==> src/cycle_timing_defs.svh <==
// timing constants for the bus cycle state sequencer
// assumes inclusion by name from the package and modules
`ifndef CYCLE_TIMING_DEFS_SVH
`define CYCLE_TIMING_DEFS_SVH

`define ST_ONCHIP_MEM     8'h02
`define ST_SUP8_WORD      8'h06
`define ST_SUP8_BYTE      8'h03
`define ST_SUP16          8'h03
`define ST_EXT8_2ST_WORD  8'h04
`define ST_EXT8_2ST_BYTE  8'h02
`define ST_EXT8_3ST_WORD  8'h06
`define ST_EXT8_3ST_BYTE  8'h03
`define ST_EXT16_2ST      8'h02
`define ST_EXT16_3ST      8'h03
`define ST_INTERNAL       8'h01
`define WAIT_W            3
`define COUNT_W           8

`endif

==> src/cycle_timing_pkg.sv <==
// types shared by the bus cycle state sequencer modules
// assumes cycle_timing_defs.svh is on the include path
`include "cycle_timing_defs.svh"

package cycle_timing_pkg;

	typedef enum logic [2:0] {
		CYC_FETCH   = 3'h0,
		CYC_BRADDR  = 3'h1,
		CYC_STACK   = 3'h2,
		CYC_BYTE    = 3'h3,
		CYC_WORD    = 3'h4,
		CYC_INTERNAL = 3'h5
	} cycle_kind_e;

	typedef enum logic [1:0] {
		AREA_ONCHIP_MEM = 2'h0,
		AREA_SUPPORT    = 2'h1,
		AREA_EXTERNAL   = 2'h2
	} area_e;

	typedef enum logic [3:0] {
		INS_ADD_B_IMM    = 4'h0,
		INS_ADD_B_REG    = 4'h1,
		INS_ADD_W_IMM    = 4'h2,
		INS_ADD_W_REG    = 4'h3,
		INS_ADD_L_IMM    = 4'h4,
		INS_ADD_L_REG    = 4'h5,
		INS_ADD_CONST    = 4'h6,
		INS_ADD_CARRY    = 4'h7,
		INS_AND_B        = 4'h8,
		INS_AND_W_IMM    = 4'h9,
		INS_AND_L_IMM    = 4'hA,
		INS_AND_L_REG    = 4'hB,
		INS_AND_CC       = 4'hC,
		INS_BIT_AND_REG  = 4'hD,
		INS_BIT_AND_MEM  = 4'hE,
		INS_BRANCH_D8    = 4'hF
	} instr_e;

	typedef logic [`COUNT_W-1:0] count_t;

endpackage

==> src/cycle_req_if.sv <==
// request and answer between the sequencer and its state lookup
// assumes one clock domain; purely combinational lookup
`timescale 1ns/1ps
`include "cycle_timing_defs.svh"

interface cycle_req_if;
	import cycle_timing_pkg::*;
	cycle_kind_e           kind;
	area_e                 area;
	logic                  bus16;
	logic                  three_state;
	logic [`WAIT_W-1:0]    waits;
	count_t                states;

	modport requester (output kind, area, bus16, three_state, waits,
		input states);
	modport lookup (input kind, area, bus16, three_state, waits,
		output states);
endinterface

==> src/cycle_state_lookup.sv <==
// per-cycle state count for a cycle kind, area and bus setting
// assumes the requester holds its inputs stable when it reads states
`timescale 1ns/1ps
`include "cycle_timing_defs.svh"

module cycle_state_lookup
	import cycle_timing_pkg::*;
(
	cycle_req_if.lookup req
);

	function automatic count_t waited(input count_t base,
		input logic [`WAIT_W-1:0] m, input logic dbl);
		count_t add;
		add = count_t'(m);
		if (dbl)
			add = count_t'(add << 1);
		return count_t'(base + add);
	endfunction

	always_comb begin
		req.states = `ST_INTERNAL;
		if (req.kind == CYC_INTERNAL) begin
			req.states = `ST_INTERNAL;
		end else if (req.area == AREA_ONCHIP_MEM) begin
			req.states = `ST_ONCHIP_MEM;
		end else if (req.area == AREA_SUPPORT) begin
			if (req.bus16)
				req.states = `ST_SUP16;
			else if (req.kind == CYC_BYTE)
				req.states = `ST_SUP8_BYTE;
			else
				req.states = `ST_SUP8_WORD;
		end else if (req.bus16) begin
			// 16-bit external: data same as fetch
			if (req.three_state)
				req.states = waited(`ST_EXT16_3ST, req.waits, 1'b0);
			else
				req.states = `ST_EXT16_2ST;
		end else if (req.kind == CYC_BYTE) begin
			if (req.three_state)
				req.states = waited(`ST_EXT8_3ST_BYTE, req.waits, 1'b0);
			else
				req.states = `ST_EXT8_2ST_BYTE;
		end else begin
			if (req.three_state)
				req.states = waited(`ST_EXT8_3ST_WORD, req.waits, 1'b1);
			else
				req.states = `ST_EXT8_2ST_WORD;
		end
	end

endmodule

==> src/instr_cycle_table.sv <==
// cycle counts per instruction form: fetch and byte data cycles
// assumes only the listed forms; others get one fetch and no byte cycles
`timescale 1ns/1ps

module instr_cycle_table
	import cycle_timing_pkg::*;
(
	input  instr_e     instr,
	output logic [1:0] fetches,
	output logic [1:0] byte_cycles
);

	always_comb begin
		fetches     = 2'h1;
		byte_cycles = 2'h0;
		unique case (instr)
			INS_ADD_W_IMM, INS_AND_W_IMM: fetches = 2'h2;
			INS_ADD_L_IMM, INS_AND_L_IMM: fetches = 2'h3;
			INS_AND_L_REG:                fetches = 2'h2;
			INS_BRANCH_D8:                fetches = 2'h2;
			INS_BIT_AND_MEM: begin
				fetches     = 2'h2;
				byte_cycles = 2'h1;
			end
			INS_ADD_CONST, INS_ADD_CARRY, INS_AND_CC:
				fetches = 2'h1;
			INS_ADD_B_IMM, INS_ADD_B_REG, INS_ADD_W_REG, INS_ADD_L_REG,
			INS_AND_B, INS_BIT_AND_REG:
				fetches = 2'h1;
		endcase
	end

endmodule

==> src/cycle_sequencer.sv <==
// executes one instruction as a run of timed bus cycles
// assumes start is pulsed only while ready is high
`timescale 1ns/1ps
`include "cycle_timing_defs.svh"

module cycle_sequencer
	import cycle_timing_pkg::*;
(
	input  wire logic               clock,
	input  wire logic               arst_n,
	input  wire logic               start,
	input  wire instr_e             instr,
	input  wire area_e              code_area,
	input  wire area_e              data_area,
	input  wire logic               sup_bus16,
	input  wire logic               ext_bus16,
	input  wire logic               ext_three_state,
	input  wire logic [`WAIT_W-1:0] wait_states,
	output logic                    ready,
	output logic                    bus_active,
	output logic                    data_phase,
	output logic                    done,
	output count_t                  total_states
);

	typedef enum logic [2:0] {
		ST_IDLE  = 3'b001,
		ST_FETCH = 3'b010,
		ST_DATA  = 3'b100
	} seq_state_e;

	seq_state_e         state_q;
	logic [1:0]         fetch_left_q;
	logic [1:0]         byte_left_q;
	count_t             tick_q;
	count_t             acc_q;
	instr_e             instr_q;
	area_e              code_area_q;
	area_e              data_area_q;
	logic               sup16_q;
	logic               ext16_q;
	logic               ext3_q;
	logic [`WAIT_W-1:0] waits_q;
	logic [1:0]         tbl_fetches;
	logic [1:0]         tbl_bytes;
	logic               last_state;

	cycle_req_if req ();

	cycle_state_lookup u_lookup (
		.req (req.lookup)
	);

	instr_cycle_table u_table (
		.instr       (instr_q),
		.fetches     (tbl_fetches),
		.byte_cycles (tbl_bytes)
	);

	always_comb begin
		req.kind = (state_q == ST_DATA) ? CYC_BYTE : CYC_FETCH;
		req.area = (state_q == ST_DATA) ? data_area_q : code_area_q;
		req.bus16 = (req.area == AREA_EXTERNAL) ? ext16_q : sup16_q;
		req.three_state = ext3_q;
		req.waits = waits_q;
	end

	assign last_state = (tick_q == count_t'(req.states - count_t'(1)));

	always_ff @(posedge clock or negedge arst_n) begin
		if (!arst_n) begin
			instr_q     <= INS_ADD_B_REG;
			code_area_q <= AREA_ONCHIP_MEM;
			data_area_q <= AREA_ONCHIP_MEM;
			sup16_q     <= 1'b0;
			ext16_q     <= 1'b0;
			ext3_q      <= 1'b0;
			waits_q     <= '0;
		end else if (start && state_q == ST_IDLE) begin
			instr_q     <= instr;
			code_area_q <= code_area;
			data_area_q <= data_area;
			sup16_q     <= sup_bus16;
			ext16_q     <= ext_bus16;
			ext3_q      <= ext_three_state;
			waits_q     <= wait_states;
		end
	end

	always_ff @(posedge clock or negedge arst_n) begin
		if (!arst_n) begin
			state_q      <= ST_IDLE;
			tick_q       <= '0;
			fetch_left_q <= 2'h0;
			byte_left_q  <= 2'h0;
		end else begin
			unique case (state_q)
				ST_IDLE: begin
					tick_q <= '0;
					if (start) begin
						state_q      <= ST_FETCH;
						fetch_left_q <= 2'h0;
						byte_left_q  <= 2'h0;
					end
				end
				ST_FETCH: begin
					if (tick_q == '0 && fetch_left_q == 2'h0) begin
						// first state: load the counts from the table
						fetch_left_q <= tbl_fetches;
						byte_left_q  <= tbl_bytes;
					end
					if (last_state) begin
						tick_q <= '0;
						if (fetch_left_q <= 2'h1 && !(tick_q == '0
							&& fetch_left_q == 2'h0 && tbl_fetches > 2'h1)) begin
							fetch_left_q <= 2'h0;
							state_q <= (byte_left_q != 2'h0
								|| (fetch_left_q == 2'h0 && tbl_bytes != 2'h0))
								? ST_DATA : ST_IDLE;
							if (fetch_left_q == 2'h0)
								byte_left_q <= tbl_bytes;
						end else if (fetch_left_q == 2'h0) begin
							fetch_left_q <= 2'(tbl_fetches - 2'h1);
						end else begin
							fetch_left_q <= 2'(fetch_left_q - 2'h1);
						end
					end else begin
						tick_q <= count_t'(tick_q + count_t'(1));
					end
				end
				ST_DATA: begin
					if (last_state) begin
						tick_q      <= '0;
						byte_left_q <= 2'(byte_left_q - 2'h1);
						if (byte_left_q == 2'h1)
							state_q <= ST_IDLE;
					end else begin
						tick_q <= count_t'(tick_q + count_t'(1));
					end
				end
				default: begin
					state_q <= ST_IDLE;
				end
			endcase
		end
	end

	// state total accumulates one per bus state
	always_ff @(posedge clock or negedge arst_n) begin
		if (!arst_n) begin
			acc_q <= '0;
		end else if (state_q == ST_IDLE) begin
			acc_q <= '0;
		end else begin
			acc_q <= count_t'(acc_q + count_t'(1));
		end
	end

	logic finishing;
	assign finishing = (state_q != ST_IDLE) && last_state
		&& ((state_q == ST_DATA && byte_left_q == 2'h1)
		|| (state_q == ST_FETCH && (fetch_left_q == 2'h1
		|| (fetch_left_q == 2'h0 && tick_q == '0 && tbl_fetches == 2'h1)
		|| (fetch_left_q == 2'h0 && tick_q != '0))
		&& byte_left_q == 2'h0
		&& !(fetch_left_q == 2'h0 && tbl_bytes != 2'h0)));

	always_ff @(posedge clock or negedge arst_n) begin
		if (!arst_n) begin
			ready        <= 1'b1;
			bus_active   <= 1'b0;
			data_phase   <= 1'b0;
			done         <= 1'b0;
			total_states <= '0;
		end else begin
			done <= finishing;
			if (finishing)
				total_states <= count_t'(acc_q + count_t'(1));
			ready <= (state_q == ST_IDLE && !start) || finishing;
			bus_active <= (state_q == ST_IDLE) ? start : !finishing;
			data_phase <= (state_q == ST_DATA) && !finishing
				|| (state_q == ST_FETCH && last_state && !finishing
				&& (byte_left_q != 2'h0 || (fetch_left_q == 2'h0
				&& tbl_bytes != 2'h0)) && fetch_left_q <= 2'h1
				&& !(fetch_left_q == 2'h0 && tbl_fetches > 2'h1));
		end
	end
endmodule

==> config.mk <==
export PLATFORM = sky130hd
export DESIGN_NAME = cycle_sequencer
export DESIGN_NICKNAME = d
export VERILOG_FILES = /design/src/cycle_timing_pkg.sv /design/src/cycle_req_if.sv /design/src/cycle_state_lookup.sv /design/src/instr_cycle_table.sv /design/src/cycle_sequencer.sv
export VERILOG_INCLUDE_DIRS = /design/src
export SDC_FILE = /design/constraint.sdc
export NUM_CORES = 1
export LEC_CHECK = 0
export BUFFER_PORTS_ARGS = -buffer_cell sky130_fd_sc_hd__buf_2
export CAP_MARGIN = 40
export CELL_PAD_IN_SITES_DETAIL_PLACEMENT = 1
export CELL_PAD_IN_SITES_GLOBAL_PLACEMENT = 2
export CORE_MARGIN = 2
export CORE_UTILIZATION = 40
export CTS_BUF_LIST = sky130_fd_sc_hd__clkbuf_8
export DETAILED_ROUTE_END_ITERATION = 8
export PLACE_DENSITY = 0.93
export SLEW_MARGIN = 20
export SYNTH_ARGS = -nofsm -noshare
export SYNTH_HDL_FRONTEND = slang
export SYNTH_HIERARCHICAL = 1
export SYNTH_SLANG_ARGS = --single-unit
export TNS_END_PERCENT = 5
==> constraint.sdc <==
create_clock -name clock -period 4.9 [get_ports clock]
set_clock_uncertainty 0.2 [all_clocks]
set_input_delay 0.49 -clock clock [delete_from_list [all_inputs] [get_ports clock]]
set_output_delay 0.49 -clock clock [all_outputs]
set_load 0.01 [all_outputs]
# Word-level counts from Yosys, hierarchy flattened
# Cells that the tools add are included.
[totals]
wordCells = 153
ff_bits = 49
[classes]
n_addsub = 8
muxes = 43
n_reduce_logical = 50
magnitude_cmp = 2
n_eq_ne = 33
[ops]
columns = ["op", "count"]
rows = [
  ["8-bit 2-to-1 mux", 16],
  ["4-bit equality test (second input constant)", 8],
  ["2-bit 2-to-1 mux", 12],
  ["1-bit logical AND", 21],
  ["3-bit 2-to-1 mux", 7],
  ["8-bit by 1-bit adder with 8-bit output (second input constant)", 2],
  ["4-bit by 3-bit equality test with 1-bit output (second input constant)", 4],
  ["8-bit case mux with 2 select lines", 1],
  ["2-bit case mux with 3 select lines", 2],
  ["2-bit inequality test (second input constant)", 5],
  ["3-bit case mux with 3 select lines", 1],
  ["9-bit OR reduction", 1],
  ["3-bit by 8-bit adder with 8-bit output (first input constant)", 1],
  ["2-bit by 1-bit equality test with 1-bit output (second input constant)", 4],
  ["4-bit by 2-bit equality test with 1-bit output (second input constant)", 2],
  ["8-bit equality test", 1],
  ["8-bit logical NOT", 1],
  ["2-bit nonzero test", 4],
  ["8-bit nonzero test", 1],
  ["8-bit by 1-bit subtractor with 8-bit output (second input constant)", 1],
  ["2-bit logical NOT", 3],
  ["1-bit logical OR", 6],
  ["3-bit AND reduction", 2],
  ["2-bit by 1-bit subtractor with 2-bit output (second input constant)", 3],
  ["19 further kinds", 27],
]

# Longest topological paths before layout
[logic_depth]
depth_word = 25
ltp_mapped = 17
depth_no_buf = 16

# Hierarchy
# The synthesis kept the hierarchy.
[modules_own_cells]
columns = ["mod", "area_each_um2", "seq_area_each_um2", "cells_each", "instances"]
rows = [
  ["cycle_sequencer", 2712.6, 1229.9, 257, 1],
  ["cycle_state_lookup", 214.0, 0.0, 30, 1],
  ["instr_cycle_table", 75.1, 0.0, 12, 1],
]

# Worst setup path before layout
# No wires, ideal clock.
[synth_path]
path_type = "reg2reg"
start = "register state_q[1]"
end = "register byte_left_q[0]"
period_less_slack_ns = 3.987
path_slack_ns = 0.913
arrival_time_ns = 3.701
setup_ns = 0.086
t_required_ns = 4.614
stages_incl_launch_ff = 17
path_buffers = 0
path_cell_list = "dfrtp_1 nor3b_1 mux2_2 nand2b_1 mux2_2 inv_1 and2_4 o21ai_1 inv_1 ha_1 nor3b_1 nand2_1 xnor2_1 a211oi_4 nand3b_1 mux2_4 o221ai_2"
[synth_between]
elab_chain_cells = 12
elab_cells_between_ends = 26
classes_between = "1 x add/sub; 10 x eq/ne; 12 x mux; 3 x reduce/logical"
[synth_lines]
columns = ["element", "line_no", "source"]
rows = [
  ["start: declaration", "cycle_sequencer.sv:32", "seq_state_e state_q;"],
  ["start signal: assignment", "cycle_sequencer.sv:117", "state_q <= (byte_left_q != 2'h0"],
  ["3-bit equality test *", "cycle_sequencer.sv:62", "req.area = (state_q == ST_DATA) ? data_area_q : code_area_q;"],
  ["2-bit 2-to-1 mux *", "cycle_sequencer.sv:62", ""],
  ["via req.area[1]", "cycle_req_if.sv:9", "area_e area;"],
  ["2-bit equality test *", "cycle_sequencer.sv:63", "req.bus16 = (req.area == AREA_EXTERNAL) ? ext16_q : sup16_q;"],
  ["1-bit 2-to-1 mux *", "cycle_sequencer.sv:63", ""],
  ["via req.bus16", "cycle_req_if.sv:10", "logic bus16;"],
  ["8-bit 2-to-1 mux, on equally long branches", "cycle_state_lookup.sv:34, cycle_state_lookup.sv:28", ""],
  ["8-bit 2-to-1 mux *", "cycle_state_lookup.sv:27", "end else if (req.area == AREA_SUPPORT) begin"],
  ["8-bit 2-to-1 mux *", "cycle_state_lookup.sv:25", "end else if (req.area == AREA_ONCHIP_MEM) begin"],
  ["8-bit 2-to-1 mux *", "cycle_state_lookup.sv:23", "if (req.kind == CYC_INTERNAL) begin"],
  ["via req.states[0]", "cycle_req_if.sv:13", "count_t states;"],
  ["8-bit by 1-bit subtractor with 8-bit output *", "cycle_sequencer.sv:68", "assign last_state = (tick_q == count_t'(req.states - count_t'(1)));"],
  ["8-bit equality test *", "cycle_sequencer.sv:68", ""],
  ["2-bit 2-to-1 mux / 2-bit inequality test (equally long branches)", "-", ""],
  ["2-bit case mux with 3 select lines / 3-bit AND reduction (equally long branches)", "-", ""],
  ["end signal: assignment", "cycle_sequencer.sv:110", "byte_left_q <= tbl_bytes;"],
  ["end signal: assignment", "cycle_sequencer.sv:121", "byte_left_q <= tbl_bytes;"],
  ["end signal: assignment", "cycle_sequencer.sv:134", "byte_left_q <= 2'(byte_left_q - 2'h1);"],
  ["end: declaration", "cycle_sequencer.sv:34", "logic [1:0] byte_left_q;"],
]
# Mark *: on every way through the listed nets, which the timed path passes. The rest lies on a longest branch.
# A chain may end at the register's enable or synchronous reset.

# Final worst setup path
[layout_path]
start = "register state_q[1]"
end = "register total_states[1]"
[layout_between]
elab_chain_cells = 12
elab_cells_between_ends = 27
classes_between = "1 x add/sub; 8 x eq/ne; 10 x mux; 8 x reduce/logical"
[layout_lines]
columns = ["element", "line_no", "source"]
rows = [
  ["3-bit equality test *", "cycle_sequencer.sv:62", ""],
  ["2-bit 2-to-1 mux *", "cycle_sequencer.sv:62", ""],
  ["via req.area[1]", "cycle_req_if.sv:9", ""],
  ["2-bit equality test *", "cycle_sequencer.sv:63", ""],
  ["1-bit 2-to-1 mux *", "cycle_sequencer.sv:63", ""],
  ["via req.bus16", "cycle_req_if.sv:10", ""],
  ["8-bit 2-to-1 mux, on equally long branches", "cycle_state_lookup.sv:34, cycle_state_lookup.sv:28", ""],
  ["8-bit 2-to-1 mux *", "cycle_state_lookup.sv:27", ""],
  ["8-bit 2-to-1 mux *", "cycle_state_lookup.sv:25", ""],
  ["8-bit 2-to-1 mux *", "cycle_state_lookup.sv:23", ""],
  ["via req.states[0]", "cycle_req_if.sv:13", ""],
  ["8-bit by 1-bit subtractor with 8-bit output *", "cycle_sequencer.sv:68", ""],
  ["8-bit equality test *", "cycle_sequencer.sv:68", ""],
  ["1-bit logical AND *", "cycle_sequencer.sv:160", "assign finishing = (state_q != ST_IDLE) && last_state"],
  ["1-bit logical AND *", "cycle_sequencer.sv:161", "&& ((state_q == ST_DATA && byte_left_q == 2'h1)"],
  ["end signal: assignment", "cycle_sequencer.sv:178", "total_states <= count_t'(acc_q + count_t'(1));"],
  ["end: declaration", "cycle_sequencer.sv:23", "output count_t total_states"],
]
# Marks and branches as above.

==> metrics.yaml <==
post_drt_wl_per_cell_microns: 15.4
syn-cell-area_sq_mm: 0.00300
synth_edf_count: 0
max_freq_mhz: 228
finalInstanceArea_sq_mm: 0.00332
dieArea_sq_mm: 0.00821
area_growth_syn_to_layout_pct: 10.5
period_share_pct: 89.3
worstPathRequired_ps: 4910
grtUsageTotal_pct: 17.3
die_width_microns: 90.6
cts_tree: "done"
r2r_slack_ps: 520
rsz0062_at_grt: "false"
comb_power_share_pct: 49.3
overflow: 0
critPathMaxFanout: 12
finalHoldViolCount: 0
p_switching_uw: 778
dpl-instance-area_sq_mm: 0.00322
synthArstFlopShare_pct: 100
n_antenna_cell: 0
vias: 2218
numCtsBuffers: 5
cp-end-kind: "flop"
core_area_sq_mm: 0.00725
drv_cap: 0
drive_above_1_share_pct: 24.5
ys_warn_count: 6
min_period_ps: 4380
initial_utilization_pct: 41.4
yosys_most_used_dff: "dfrtp_1"
whs_ps: 72.8
clk_pin_slew_ps: 100
maxSlewHeadroom_pct: 47.6
num_io_pins: 29
post_cts_buffers: 0
crit_arrival_ps: 4390
cts.sinks: 49
nFillCells: 834
leakage_nw: 1.60
tightest_slew_ps: 784
critPathMaxStageDelay_ps: 450
first_pass_iters: 4
setup_viol: 0
routed_wl_microns: 6550
gp_congestion: 0.782
grt_pass1_vias: 2415
synth-seq-cells: 49
insertion_delay_ps: 310
grt_max_degree: 50
power_frac_seq_pct: 36.2
hp-class: "primary input to async pin"
power_density_mw_per_mm2: 550
p_int_mw: 1.05
ys_types: 68
dp_hpwl_microns: 4740
worstPathCellList: "nor3b_2 -> mux2_2 -> nand2b_1 -> mux2_2 -> inv_1 -> and2_4 -> o21ai_1 -> inv_1 -> ha_1 -> nor3b_1 -> nand2_1 -> xnor2_1 -> a211oi_4 -> nand2_4 -> a21o_4 -> mux2_2"
cp-start-kind: "flop"
p_sw_share_pct: 42.6
ys_seq_area_share_pct: 41.0
io_buffers: 28
finalSetupTns_ps: 0
antenna_left: 0
crit_path_frequent_cell: "mux2_2"
drc_errors: 0
critPathSlowestCell: "dfrtp_1"
synth.avg_cell_area_sq_um: 10.0
viasPerCell: 5.21
cts_resized: 0
postCtsHoldBufs: 0
grt_pass1_wl_microns: 11500
path_class: "flop to flop"
r2r_cells: 16
r2r_start: "state_q[1]"
clockBufferDepth: 2
placement_rows: 31
cts-root-buf: "clkbuf_8"
outcome: "complete, no violations"
antenna_found_initial: 0
nNetsFinal: 351
r2r-end: "total_states[1]"
htree_levels: 2
die_h_microns: 90.6
power.share.clock_pct: 14.5
drt_iter0_markers: 81
synthesis.instances: 299
irDropWorstVdd_uv: 260
maxSlewViolCount: 0
layout by cell type (no fill, tap or decap), types with 8 or more instances in the layout:
master,n
nand2_1,19
dfrtp_1,46
buf_2,28
inv_1,21
ha_1,8
xor2_1,10
nor2_1,21
mux2_2,19
o21ai_0,13
mux2i_1,13
nand3_1,12
final cells by class:
type,instances,area (sq um),share of cell area (%)
multi-input cells,219,1630,49.2
flip-flops and latches,49,1230,37.1
repair buffers,30,155,4.68
well taps,99,124,3.73
inverters,21,78.8,2.38
clock buffers,5,68.8,2.07
clock inverters,3,28.8,0.867
how the worst max path moves through the flow:
| stage | endpoint | slack [ps] | cells past startpoint | startpoint |
|---|---|---|---|---|
| finish | total_states[1] | 520 | 16 | state_q[1] |
| floorplan | byte_left_q[0] | 910 | 16 | state_q[1] |
| global placement | total_states[1] | 770 | 16 | state_q[1] |
| global route | tick_q[3] | 140 | 16 | state_q[2] |
| CTS | total_states[1] | 520 | 16 | state_q[1] |
| detailed placement | total_states[1] | 560 | 16 | state_q[1] |
cells in the mapped netlist (4+ instances only):
| library cell | number | area share, % |
|---|---|---|
| clkbuf_1 | 6 | 0.75 |
| mux2i_1 | 13 | 4.3 |
| xor2_1 | 10 | 2.9 |
| mux2_2 | 19 | 7.1 |
| dfrtp_1 | 46 | 38 |
| xnor2_1 | 7 | 2.0 |
| nand2_1 | 19 | 2.4 |
| ha_1 | 8 | 3.3 |
| nor3_1 | 4 | 0.67 |
| nor2_1 | 21 | 2.6 |
| a21oi_1 | 7 | 1.2 |
| nor3b_1 | 6 | 1.5 |
| o21ai_0 | 13 | 2.2 |
| buf_4 | 5 | 1.3 |
| inv_1 | 21 | 2.6 |
| nand3_1 | 12 | 2.0 |
| and2_1 | 4 | 0.83 |
routing by layer:
layer | routed length (microns) | global-route usage, %
met2 | 3180 | 29.5
met3 | 136 | 2.92
met4 | 131 | 5.90
met1 | 3100 | 22.1
met5 | 0 | 0
sequential cells by signal, summed over array words and instances, names as in the netlist, 2 cells and up:
name / cells
total_states: 8
instr_q: 4
byte_left_q: 2
acc_q: 8
req.waits: 3
tick_q: 8
code_area_q: 2
fetch_left_q: 2
state_q: 3
data_area_q: 2
cell families (layout without fill, tap and decap cells):
| group | Yosys count | count (layout) | synth area share [%] |
|---|---|---|---|
| compound gates | 58 | 58 | 14.4 |
| xor+xnor | 17 | 17 | 4.96 |
| fa+ha+maj | 8 | 8 | 3.33 |
| buf+inv | 34 | 59 | 5.17 |
| flops | 49 | 49 | 41.0 |
| mux | 33 | 33 | 12.0 |
| other cells | 3 | 6 | 0.375 |
| simple gates | 97 | 97 | 18.8 |
critical path, delay by kind of cell (launching register included):
family | cells | cell delay, ps
simple gates | 6 | 1130
mux | 3 | 1050
compound gates | 3 | 830
flops | 1 | 450
buf+inv | 2 | 240
fa+ha+maj | 1 | 180
xor+xnor | 1 | 180
power by group through the flow:
stage                     Sequential, mW  Clock [mW]  Combinational, mW
final                              0.660       0.265              0.900
after global routing               0.685       0.285               1.01
after CTS                          0.661       0.277              0.909
after detailed placement           0.669           0              0.898
after global placement             0.659           0              0.869
after floorplan                    0.622           0              0.728
through the flow:
step / worst slack (ps) / utilization, % / std cells / power (mW)
2_1_floorplan: 913 / - / 302 / 1.35
3_3_place_gp: 773 / 44.4 / 418 / 1.53
3_5_place_dp: 564 / 44.4 / 418 / 1.57
4_1_cts: 525 / 45.7 / 426 / 1.85
5_1_grt: 144 / 45.7 / 426 / 1.98
6_report: 522 / 45.7 / 426 / 1.82
Power figures use the tool's default switching activity.
